## src/opl_pkg.sv

```systemverilog
// Package for the output port latch and low register window decode.
// Assumes an 8-bit parallel register bus with a 7-bit address and one clock.
package opl_pkg;

   // ----------------------------------------------------------------
   // Register offsets on the 7-bit address
   // ----------------------------------------------------------------
   localparam logic [6:0] ADDR_WINDOW_LO = 7'h10;
   localparam logic [6:0] ADDR_WINDOW_HI = 7'h1f;
   localparam logic [6:0] ADDR_FILL_SET_A = 7'h10;
   localparam logic [6:0] ADDR_FREE_CLR_A = 7'h11;
   localparam logic [6:0] ADDR_STATUS_CMD_A = 7'h12;
   localparam logic [6:0] ADDR_CHGU_SEL0 = 7'h13;
   localparam logic [6:0] ADDR_CHGL_SEL1 = 7'h14;
   localparam logic [6:0] ADDR_LEVEL_A = 7'h15;
   localparam logic [6:0] ADDR_TMR0_HIGH = 7'h16;
   localparam logic [6:0] ADDR_TMR0_LOW = 7'h17;
   localparam logic [6:0] ADDR_SET_B = 7'h18;
   localparam logic [6:0] ADDR_CLR_B = 7'h19;
   localparam logic [6:0] ADDR_CMD_B = 7'h1a;
   localparam logic [6:0] ADDR_CHGU_SEL2 = 7'h1b;
   localparam logic [6:0] ADDR_CHGL_SEL3 = 7'h1c;
   localparam logic [6:0] ADDR_LEVEL_B = 7'h1d;
   localparam logic [6:0] ADDR_TMR1_HIGH = 7'h1e;
   localparam logic [6:0] ADDR_TMR1_LOW = 7'h1f;

   // ----------------------------------------------------------------
   // Reset values and field codes
   // ----------------------------------------------------------------
   localparam logic [7:0] LATCH_RESET = 8'h00;
   localparam logic [7:0] SELECT_RESET = 8'h00;
   localparam logic [7:0] PRESET_RESET = 8'h00;
   localparam logic [7:0] CMD_RESET = 8'h00;
   localparam logic [7:0] READ_NONE = 8'h00;
   localparam logic [1:0] FUNC_LATCH_OUT = 2'h1;
   localparam int FUNC_CODE_W = 2;

   // ----------------------------------------------------------------
   // Carriers
   // ----------------------------------------------------------------
   typedef struct packed {
      logic [6:0] addr;
      logic [7:0] wdata;
      logic wr;
      logic rd;
   } bus_req_s;

   typedef struct packed {
      logic [7:0] level;
      logic [7:0] oe;
   } pin_drive_s;

   typedef struct packed {
      logic [7:0] data;
      logic stb;
   } cmd_word_s;

endpackage : opl_pkg

```

## src/output_port_latch_and_low_decode.sv

```systemverilog
// Output latches for ports A and B and the decode of the 0x10..0x1f register window.
// Assumes an 8-bit register bus whose strobes are synchronous to sys_clk and
// whose read-only sources come from neighbouring blocks as plain inputs.
//
// Notes on behaviour
// - A latch-driven pin shows the inverse of its latch bit.
// - A pin follows its latch only while its select code is 01.
// - Two independent 8-bit latches; bit n drives pin n of its port.
// - Latch contents can never be read back.
// - Latches change only through bit-set and bit-clear writes.
// - 0x10 reads port A receive fill; write sets port A latch bits.
// - 0x11 reads port A transmit free level; write clears port A bits.
// - 0x12 reads enhanced status; write loads port A command extension.
// - Enhanced status at 0x12 is chip-wide, not per port.
// - 0x13/0x14 read port A change bytes; write select registers 0/1.
// - 0x15 reads port A pin levels; writes there do nothing.
// - 0x16/0x17 read timer 0 value; write timer 0 preset bytes.
// - 0x18/0x19 write set/clear of port B latch; no read.
// - 0x1a write loads port B command extension; no read.
// - 0x1b/0x1c read port B change bytes; write select registers 2/3.
// - 0x1d reads port B pin levels; writes there do nothing.
// - 0x1e/0x1f read timer 1 value; write timer 1 preset bytes.
// - Bit-set write: ones set latch bits, zeros leave them.
// - Bit-clear write: ones clear latch bits, zeros leave them.
// - Select registers reset to zero, so every pin starts as input.
`timescale 1ns/1ns
module output_port_latch_and_low_decode
   import opl_pkg::*;
(
   input wire logic sys_clk,
   input wire logic rst_b,
   input wire bus_req_s bus_req,
   output logic [7:0] bus_rdata,
   input wire logic [7:0] rx_fill_count_a,
   input wire logic [7:0] tx_free_count_a,
   input wire logic [7:0] enhanced_status_word,
   input wire logic [7:0] input_change_upper_a,
   input wire logic [7:0] input_change_lower_a,
   input wire logic [7:0] input_change_upper_b,
   input wire logic [7:0] input_change_lower_b,
   input wire logic [15:0] timer0_value,
   input wire logic [15:0] timer1_value,
   input wire logic [7:0] io_a_in,
   input wire logic [7:0] io_b_in,
   output pin_drive_s io_a_drive,
   output pin_drive_s io_b_drive,
   output logic [15:0] pin_function_select_a,
   output logic [15:0] pin_function_select_b,
   output logic [15:0] timer0_preset,
   output logic [15:0] timer1_preset,
   output cmd_word_s command_extension_a,
   output cmd_word_s command_extension_b
);

   // ----------------------------------------------------------------
   // Write decode
   // ----------------------------------------------------------------
   logic in_window;
   logic wr_set_a;
   logic wr_clr_a;
   logic wr_set_b;
   logic wr_clr_b;
   logic [7:0] output_latch_a;
   logic [7:0] output_latch_b;

   // Only the low window is decoded here; the rest of the map answers elsewhere
   assign in_window = (bus_req.addr >= ADDR_WINDOW_LO) && (bus_req.addr <= ADDR_WINDOW_HI);
   assign wr_set_a = bus_req.wr && (bus_req.addr == ADDR_FILL_SET_A);
   assign wr_clr_a = bus_req.wr && (bus_req.addr == ADDR_FREE_CLR_A);
   assign wr_set_b = bus_req.wr && (bus_req.addr == ADDR_SET_B);
   assign wr_clr_b = bus_req.wr && (bus_req.addr == ADDR_CLR_B);

   // ----------------------------------------------------------------
   // Output latches and pin drive
   // ----------------------------------------------------------------
   port_latch u_latch_a (
      .sys_clk(sys_clk),
      .rst_b(rst_b),
      .set_stb(wr_set_a),
      .clr_stb(wr_clr_a),
      .mask(bus_req.wdata),
      .latch(output_latch_a)
   );

   port_latch u_latch_b (
      .sys_clk(sys_clk),
      .rst_b(rst_b),
      .set_stb(wr_set_b),
      .clr_stb(wr_clr_b),
      .mask(bus_req.wdata),
      .latch(output_latch_b)
   );

   pin_driver u_pins_a (
      .sys_clk(sys_clk),
      .rst_b(rst_b),
      .latch(output_latch_a),
      .select(pin_function_select_a),
      .pins(io_a_drive)
   );

   pin_driver u_pins_b (
      .sys_clk(sys_clk),
      .rst_b(rst_b),
      .latch(output_latch_b),
      .select(pin_function_select_b),
      .pins(io_b_drive)
   );

   // ----------------------------------------------------------------
   // Pin function select registers
   // ----------------------------------------------------------------
   always_ff @(posedge sys_clk) begin
      if (!rst_b) begin
         pin_function_select_a <= {SELECT_RESET, SELECT_RESET};
         pin_function_select_b <= {SELECT_RESET, SELECT_RESET};
      end else if (bus_req.wr) begin
         case (bus_req.addr)
            ADDR_CHGU_SEL0: begin
               pin_function_select_a[7:0] <= bus_req.wdata;
            end
            ADDR_CHGL_SEL1: begin
               pin_function_select_a[15:8] <= bus_req.wdata;
            end
            ADDR_CHGU_SEL2: begin
               pin_function_select_b[7:0] <= bus_req.wdata;
            end
            ADDR_CHGL_SEL3: begin
               pin_function_select_b[15:8] <= bus_req.wdata;
            end
            default: begin
            end
         endcase
      end
   end

   // ----------------------------------------------------------------
   // Timer preset registers
   // ----------------------------------------------------------------
   always_ff @(posedge sys_clk) begin
      if (!rst_b) begin
         timer0_preset <= {PRESET_RESET, PRESET_RESET};
         timer1_preset <= {PRESET_RESET, PRESET_RESET};
      end else if (bus_req.wr) begin
         case (bus_req.addr)
            ADDR_TMR0_HIGH: begin
               timer0_preset[15:8] <= bus_req.wdata;
            end
            ADDR_TMR0_LOW: begin
               timer0_preset[7:0] <= bus_req.wdata;
            end
            ADDR_TMR1_HIGH: begin
               timer1_preset[15:8] <= bus_req.wdata;
            end
            ADDR_TMR1_LOW: begin
               timer1_preset[7:0] <= bus_req.wdata;
            end
            default: begin
            end
         endcase
      end
   end

   // ----------------------------------------------------------------
   // Command extension words
   // ----------------------------------------------------------------
   // The strobe marks each write so the command decoder acts once per write
   always_ff @(posedge sys_clk) begin
      if (!rst_b) begin
         command_extension_a <= '{data: CMD_RESET, stb: 1'b0};
         command_extension_b <= '{data: CMD_RESET, stb: 1'b0};
      end else begin
         command_extension_a.stb <= bus_req.wr && (bus_req.addr == ADDR_STATUS_CMD_A);
         command_extension_b.stb <= bus_req.wr && (bus_req.addr == ADDR_CMD_B);
         if (bus_req.wr && (bus_req.addr == ADDR_STATUS_CMD_A)) begin
            command_extension_a.data <= bus_req.wdata;
         end
         if (bus_req.wr && (bus_req.addr == ADDR_CMD_B)) begin
            command_extension_b.data <= bus_req.wdata;
         end
      end
   end

   // ----------------------------------------------------------------
   // Read decode
   // ----------------------------------------------------------------
   logic [7:0] next_rdata;

   // Latch bits have no case here at all, so no address can expose them
   always_comb begin
      next_rdata = READ_NONE;
      case (bus_req.addr)
         ADDR_FILL_SET_A: begin
            next_rdata = rx_fill_count_a;
         end
         ADDR_FREE_CLR_A: begin
            next_rdata = tx_free_count_a;
         end
         ADDR_STATUS_CMD_A: begin
            next_rdata = enhanced_status_word;
         end
         ADDR_CHGU_SEL0: begin
            next_rdata = input_change_upper_a;
         end
         ADDR_CHGL_SEL1: begin
            next_rdata = input_change_lower_a;
         end
         ADDR_LEVEL_A: begin
            next_rdata = io_a_in;
         end
         ADDR_TMR0_HIGH: begin
            next_rdata = timer0_value[15:8];
         end
         ADDR_TMR0_LOW: begin
            next_rdata = timer0_value[7:0];
         end
         ADDR_CHGU_SEL2: begin
            next_rdata = input_change_upper_b;
         end
         ADDR_CHGL_SEL3: begin
            next_rdata = input_change_lower_b;
         end
         ADDR_LEVEL_B: begin
            next_rdata = io_b_in;
         end
         ADDR_TMR1_HIGH: begin
            next_rdata = timer1_value[15:8];
         end
         ADDR_TMR1_LOW: begin
            next_rdata = timer1_value[7:0];
         end
         default: begin
            next_rdata = READ_NONE;
         end
      endcase
   end

   // Read data is held until the next read so slow hosts can sample late
   always_ff @(posedge sys_clk) begin
      if (!rst_b) begin
         bus_rdata <= READ_NONE;
      end else if (bus_req.rd) begin
         bus_rdata <= in_window ? next_rdata : READ_NONE;
      end
   end
endmodule : output_port_latch_and_low_decode

```

## src/pin_driver.sv

```systemverilog
// Drives eight port pins from an output latch and a 16-bit select field.
// Assumes pin levels are resolved outside from level and output enable.
`timescale 1ns/1ns
module pin_driver
   import opl_pkg::*;
(
   input wire logic sys_clk,
   input wire logic rst_b,
   input wire logic [7:0] latch,
   input wire logic [15:0] select,
   output pin_drive_s pins
);

   // ----------------------------------------------------------------
   // Per-pin drive
   // ----------------------------------------------------------------
   genvar n;
   generate
      for (n = 0; n < 8; n++) begin : g_pin
         always_ff @(posedge sys_clk) begin
            if (!rst_b) begin
               pins.level[n] <= 1'b1;
               pins.oe[n] <= 1'b0;
            end else begin
               // Driver is off for every other code; those functions live elsewhere
               pins.oe[n] <= (select[FUNC_CODE_W*n +: FUNC_CODE_W] == FUNC_LATCH_OUT);
               pins.level[n] <= ~latch[n];
            end
         end
      end
   endgenerate

endmodule : pin_driver

```

## src/port_latch.sv

```systemverilog
// One 8-bit output latch, changed only by bit-set and bit-clear strobes.
// Assumes set and clear never arrive together (they sit at different addresses).
`timescale 1ns/1ns
module port_latch
   import opl_pkg::*;
(
   input wire logic sys_clk,
   input wire logic rst_b,
   input wire logic set_stb,
   input wire logic clr_stb,
   input wire logic [7:0] mask,
   output logic [7:0] latch
);

   // ----------------------------------------------------------------
   // Latch bits
   // ----------------------------------------------------------------
   // No whole-byte load path exists, so software needs no shadow copy
   always_ff @(posedge sys_clk) begin
      if (!rst_b) begin
         latch <= LATCH_RESET;
      end else if (set_stb) begin
         latch <= latch | mask;
      end else if (clr_stb) begin
         latch <= latch & ~mask;
      end
   end

endmodule : port_latch
```

## config.mk

```make
export PLATFORM = sky130hd
export DESIGN_NAME = output_port_latch_and_low_decode
export DESIGN_NICKNAME = d
export VERILOG_FILES = /design/src/opl_pkg.sv /design/src/output_port_latch_and_low_decode.sv /design/src/pin_driver.sv /design/src/port_latch.sv
export SDC_FILE = /design/constraint.sdc
export NUM_CORES = 1
export LEC_CHECK = 0
export BUFFER_PORTS_ARGS = -buffer_cell sky130_fd_sc_hd__buf_2
export CORE_MARGIN = 2
export CORE_UTILIZATION = 43
export CTS_CLUSTER_DIAMETER = 150
export DETAILED_ROUTE_END_ITERATION = 6
export GPL_ROUTABILITY_DRIVEN = 0
export PLACE_DENSITY = 0.87
export RECOVER_POWER = 50
export SLEW_MARGIN = 10
export SYNTH_ARGS = -nofsm -noshare
export SYNTH_HDL_FRONTEND = slang
export SYNTH_SLANG_ARGS = --single-unit
```

## constraint.sdc

```tcl
create_clock -name sys_clk -period 1.9 [get_ports sys_clk]
set_clock_uncertainty 0.15 [all_clocks]
set_input_delay 0.475 -clock sys_clk [delete_from_list [all_inputs] [get_ports sys_clk]]
set_output_delay 0.475 -clock sys_clk [all_outputs]
set_load 0.05 [all_outputs]
```

==> flow_summary.yaml, run 1 <==
logic_synthesis:
  synthCells: 598
  synth_edf_count: 0
  ys_types: 46
  synth-seq-cells: 138
  syn_area_per_cell_um2: 9.50
  yosysSeqAreaShare_pct: 48.6
  syn_area_mm2: 0.00568
  synth_warnings: 0
  synth-async-reset-ratio_pct: 0
  synth_ff_type: "dfxtp_1"
  synth_nets: 721
setup_path:
  start_kind: "primary input"
  cp.arrival_ns: 1.89
  worstPathRequired_ns: 2.01
  worstSetupPathType: "primary input to flip-flop"
  endpoint_kind: "flip-flop"
  crit_fanout: 4
floorplan:
  initial_core_util_pct: 44.5
  die_area_mm2: 0.0141
  io_pins: 245
  core_mm2: 0.0128
  dieWidth_um: 119
  core.rowCount: 41
  dieHeight_um: 119
pwr:
  p_per_area_mw_per_mm2: 888
  internal_power_w: 0.00552
  pwr-share-comb_pct: 8.0
  p_leak_nw: 3.94
  clockPowerShare_pct: 51.3
  seq_power_share_pct: 40.8
  irDropWorstVdd_mv: 0.757
  switchingPower_w: 0.00161
  switching_share_pct: 22.6
cts:
  cts_buffer_depth: 2
  path_clk_slew_ns: 0.06
  clock_sinks: 138
  cts_resized: 0
  worstSkewPairLatency_ns: 0.41
  cts_made_buffers: 17
  clockRootBuffer: "clkbuf_16"
  postCtsSetupRepairBufs: 0
  tritoncts: "yes"
  hold_buffers: 0
  htreeDepth: 4
placement:
  hpwl_mm: 13.3
  pre_cts_slack_ns: -0.270
  io_buffers: 244
drt:
  drt_iter0_drc: 575
  wire_per_inst_um: 17.9
  routed_wl_mm: 18.8
  vias: 5707
  avgViaCountPerCell: 5.42
  ant_nets: 0
  first_pass_iters: 5
  drc: 0
timing:
  rsz0062_at_grt: "no"
  tightest_slew_ns: 0.954
  layout_min_cycle_time_ns: 1.78
  drv_slew: 0
  finalSetupViolations: 0
  max_freq_ghz: 0.562
  final_hold_viol_count: 0
  slew_headroom_pct: 36.4
  min_period_over_period_pct: 93.7
  layout_setup_ws_ns: 0.120
final_layout:
  fin_util_pct: 62.8
  final_common_cell: "buf_2"
  area_growth_pct: 41.3
  nFillCells: 1039
  nets: 990
  drive_gt1_share_pct: 39.7
  final_cell_mix: "160 x buf_2, 138 x dfxtp_1, 86 x clkbuf_2"
  antenna_cells: 0
grt:
  grt.total_usage_pct: 26.6
  grt_pass1_wl_mm: 29.5
  grt_pass1_vias: 5576
  overflow: 0
  antenna_found_initial: 0
  grt_max_degree: 45
outcome:
  status: "complete, no violations"
flow_run:
  maxCapViolations: 0
hold_path:
  hold_class: "primary input to flip-flop"
==> final timing paths <==
check                           slack (ns)          from                  endpoint  cells past startpoint
worst max-delay path                  0.12   bus_req[15]  pin_function_select_b[5]                      8
worst min-delay path                  0.11    bus_req[0]              bus_rdata[7]                      2
worst max register to register        0.78  bus_rdata[3]              bus_rdata[3]                      4
worst min register to register        0.24     flip-flop         u_pins_b.pins[11]                      1
==> Yosys cell counts, types with 2 or more instances <==
cell type / n / area share [%]
a32o_1: 7 / 1.2
and2_1: 2 / 0.22
inv_1: 4 / 0.26
nand3_1: 19 / 1.7
o21ai_0: 2 / 0.18
a21oi_1: 51 / 4.5
nand3b_1: 3 / 0.40
o22ai_1: 2 / 0.22
clkbuf_1: 30 / 2.0
a22oi_1: 13 / 1.7
dfxtp_1: 138 / 49
buf_1: 4 / 0.26
buf_6: 2 / 0.40
nand2_1: 57 / 3.8
nand3_2: 2 / 0.35
nor3b_1: 14 / 1.9
a22o_1: 13 / 2.0
a21o_1: 14 / 1.9
a211oi_1: 6 / 0.79
nor2b_1: 6 / 0.66
a311oi_1: 8 / 1.2
and3_1: 2 / 0.22
buf_2: 12 / 1.1
mux2_2: 8 / 1.6
o2bb2ai_1: 2 / 0.31
nor2_1: 77 / 5.1
a221oi_1: 7 / 1.1
o221ai_1: 6 / 0.93
mux2i_1: 70 / 12
==> stage by stage <==
step / cell area (µm²) / hold slack [ns] / power, W / instances / setup TNS, ns
floorplan: 5700 / 0.208 / 0.00325 / 598 / -0.116
finish: 8030 / 0.111 / 0.00713 / 1052 / 0
global placement: 7440 / 0.224 / 0.00353 / 1020 / -12.14
global route: 8030 / 0.106 / 0.00735 / 1052 / 0
detailed placement: 7440 / 0.226 / 0.00354 / 1020 / -15.34
CTS: 8100 / 0.0930 / 0.00719 / 1052 / 0
==> area by class of cell <==
cell class	instances	area [µm²]	share of cell area, %
Sequential cell	138	2760	34.4
Tap cell	172	215	2.68
Clock inverter	13	214	2.67
Multi-Input combinational cell	408	2710	33.7
Inverter	4	16.3	0.203
Clock buffer	19	443	5.52
Timing Repair Buffer	298	1670	20.8
==> logic make-up after synthesis <==
kind of cell	after synthesis	share of synthesized area [%]
and+or+nand+nor	195	16.5
buffers and inverters	52	3.97
muxes	79	14.3
AOI/OAI and AO/OA	134	16.6
DFF	138	48.6
==> power groups by stage <==
stage	Clock, W	Combinational (W)	Sequential [W]
after CTS	0.00371	0.000572	0.00290
after global routing	0.00384	0.000611	0.00290
after detailed placement	0	0.000568	0.00297
final	0.00366	0.000568	0.00291
after global placement	0	0.000564	0.00297
after floorplan	0	0.000257	0.00299
==> critical path, stage by stage <==
cell and delay [ns]:
buf_2 0.12, nand4bb_1 0.20, or2_0 0.32, clkbuf_1 0.16
nor2_1 0.15, clkbuf_2 0.22, mux2i_1 0.20, nor2_1 0.05
==> metal layers <==
layer  share of wire, %  global-route usage (%)  up-vias
li1                   -                       -     2684
met1                 44                    34.2     2712
met2                 46                    42.1      270
met3                7.8                    7.71       41
met4                2.2                    10.8        0
met5                  0                       0        -
Note: power is estimated with default switching activity, not from simulation.
==> run 2: changes to the inputs <==
--- a/config.mk
+++ b/config.mk
@@ -5,13 +5,13 @@
 export SDC_FILE = /design/constraint.sdc
 export NUM_CORES = 1
 export LEC_CHECK = 0
-export BUFFER_PORTS_ARGS = -buffer_cell sky130_fd_sc_hd__buf_2
 export CORE_MARGIN = 2
-export CORE_UTILIZATION = 43
+export CORE_UTILIZATION = 63
 export CTS_CLUSTER_DIAMETER = 150
 export DETAILED_ROUTE_END_ITERATION = 6
+export DONT_BUFFER_PORTS = 1
 export GPL_ROUTABILITY_DRIVEN = 0
-export PLACE_DENSITY = 0.87
+export PLACE_DENSITY = 0.9
 export RECOVER_POWER = 50
 export SLEW_MARGIN = 10
 export SYNTH_ARGS = -nofsm -noshare
==> constraint.sdc (replaced) <==
create_clock -name sys_clk -period 1.68 [get_ports sys_clk]
set_clock_uncertainty 0.15 [all_clocks]
set_input_delay 0.42 -clock sys_clk [delete_from_list [all_inputs] [get_ports sys_clk]]
set_output_delay 0.42 -clock sys_clk [all_outputs]
set_load 0.05 [all_outputs]
==> flow_summary.yaml, run 2 (same netlist as run 1, synthesis figures left out) <==
cts:
  clock_sinks: 138
  tritoncts: "yes"
  worstSkewPairLatency_ns: 0.50
  path_clk_slew_ns: 0.07
  postCtsSetupRepairBufs: 0
  cts_buffer_depth: 2
  clockRootBuffer: "clkbuf_8"
  cts_made_buffers: 17
  htreeDepth: 4
final_layout:
  drive_gt1_share_pct: 32.2
  multi_input_area_mm2: 0.00271
  area_growth_pct: 19.7
  final_cell_mix: "109 x dfxtp_2, 73 x nor2_1, 70 x mux2i_1"
  final_common_cell: "dfxtp_2"
  nets: 744
  seqCellArea_mm2: 0.00290
  stdcell_area_mm2: 0.00680
  nFillCells: 531
  post_layout_nonfiller_instances: 744
placement:
  pre_cts_slack_ns: -0.285
  hpwl_mm: 12.0
  dp_cells: 699
  placed_area_mm2: 0.00605
  io_buffers: 0
timing:
  drv_slew: 0
  slew_headroom_pct: 30.6
  max_freq_ghz: 0.611
  tightest_slew_ns: 1.04
  layout_min_cycle_time_ns: 1.64
  final.setup.tns_ns: 0
  layout_setup_ws_ns: 0.0436
  min_period_over_period_pct: 97.4
  final_hold_viol_count: 0
  finalSetupViolations: 0
floorplan:
  die_area_mm2: 0.00979
  io_pins: 245
  initial_core_util_pct: 65.1
  dieWidth_um: 98.9
  dieHeight_um: 98.9
  core.rowCount: 34
  core_mm2: 0.00872
flow_run:
  maxCapViolations: 0
pwr:
  p_per_area_mw_per_mm2: 1060
  p_leak_nw: 2.88
  irDropWorstVdd_mv: 0.867
drt:
  drc: 0
  vias: 4944
  drt_iter0_drc: 338
  wire_per_inst_um: 24.6
  ant_nets: 0
  first_pass_iters: 5
  avgViaCountPerCell: 6.65
  routed_wl_mm: 18.3
grt:
  grt_pass1_wl_mm: 27.7
  grt_max_degree: 59
  overflow: 0
  grt_pass1_vias: 5137
  grt.total_usage_pct: 36.9
  antenna_found_initial: 2
setup_path:
  start_kind: "flip-flop"
  cpPeakStageDelay_ns: 0.39
  slowest_stage: "dfxtp_1"
  rr_worst_depth: 2
  crit_buf_inv: 1
  crit_family: "flip-flops"
  cp.arrival_ns: 1.07
  crit_path_cell_trace: "buf_6"
  endpoint_kind: "output port"
  rrSetupSlack_ns: 0.51
  worstPathRequired_ns: 1.11
  worstReg2RegStart: "pin_function_select_b[13]"
  crit_fanout: 3
  reg2reg_to: "pin_function_select_b[13]"
  worstSetupPathType: "flip-flop to output port"
hold_path:
  min-delay-start: "bus_req[7]"
  hold_depth: 2
  hold_class: "primary input to flip-flop"
outcome:
  status: "complete, no violations"
-- run 2: cell types whose count changed in the layout (fill, tap and decap cells not counted), sizes merged --
cell,delta
clkinvlp,+1
bufinv,-5
buf,-174
inv,+5
diode,+2
dlymetal6s4s,+3
dlygate4sd3,+7
clkbuf,-83
-- run 2: worst max-delay path by stage --
stage / slack, ns / from / depth (start not counted) / to
floorplan: -0.20 / bus_req[15] / 7 / flip-flop
global placement: -0.21 / bus_req[15] / 7 / pin_function_select_a[0]
detailed placement: -0.29 / bus_req[15] / 6 / flip-flop
CTS: 0.001 / bus_rdata[4] / 1 / bus_rdata[4]
global route: -0.002 / bus_rdata[4] / 1 / bus_rdata[4]
finish: 0.04 / bus_rdata[4] / 1 / bus_rdata[4]
-- run 2: cell type report --
cell class | instances | area share, %
Timing Repair Buffer | 52 | 7.16
Tap cell | 108 | 1.99
Sequential cell | 138 | 42.6
Clock inverter | 14 | 1.91
Clock buffer | 18 | 6.15
Antenna cell | 2 | 0.0736
Multi-Input combinational cell | 408 | 39.9
Inverter | 4 | 0.239
-- run 2: through the flow --
| stage | total power [W] | hold WS (ns) | utilization [%] |
|---|---|---|---|
| after floorplan | 0.00369 | 0.208 | - |
| after global placement | 0.00368 | 0.218 | 69.4 |
| after detailed placement | 0.00369 | 0.228 | 69.4 |
| after CTS | 0.00719 | 0.00496 | 78.6 |
| after global routing | 0.00739 | 0.00470 | 78.0 |
| final | 0.00719 | 0.0215 | 78.0 |
-- run 2: metal layers --
layer / up-vias / global-route usage [%] / routed length (µm)
li1: 2183 / - / -
met1: 2361 / 41.9 / 6620
met2: 343 / 62.9 / 9120
met3: 57 / 13.5 / 1960
met4: 0 / 15.0 / 582
met5: - / 0 / 0
-- run 2: repair_timing --
item,CTS,global route
gates resized for setup,110,9
endpoints found under the setup margin,109,16
hold buffers,11,0
endpoints found under the hold margin,114,0
pin swaps,0,0
-- run 2: report_power, final --
part / leakage [nW] / internal (W) / switching, W
clock network: 0.262 / 0.00188 / 0.00160
registers: 1.15 / 0.00328 / 0.0000249
logic: 1.46 / 0.000160 / 0.000247
total: 2.88 / 0.00532 / 0.00187
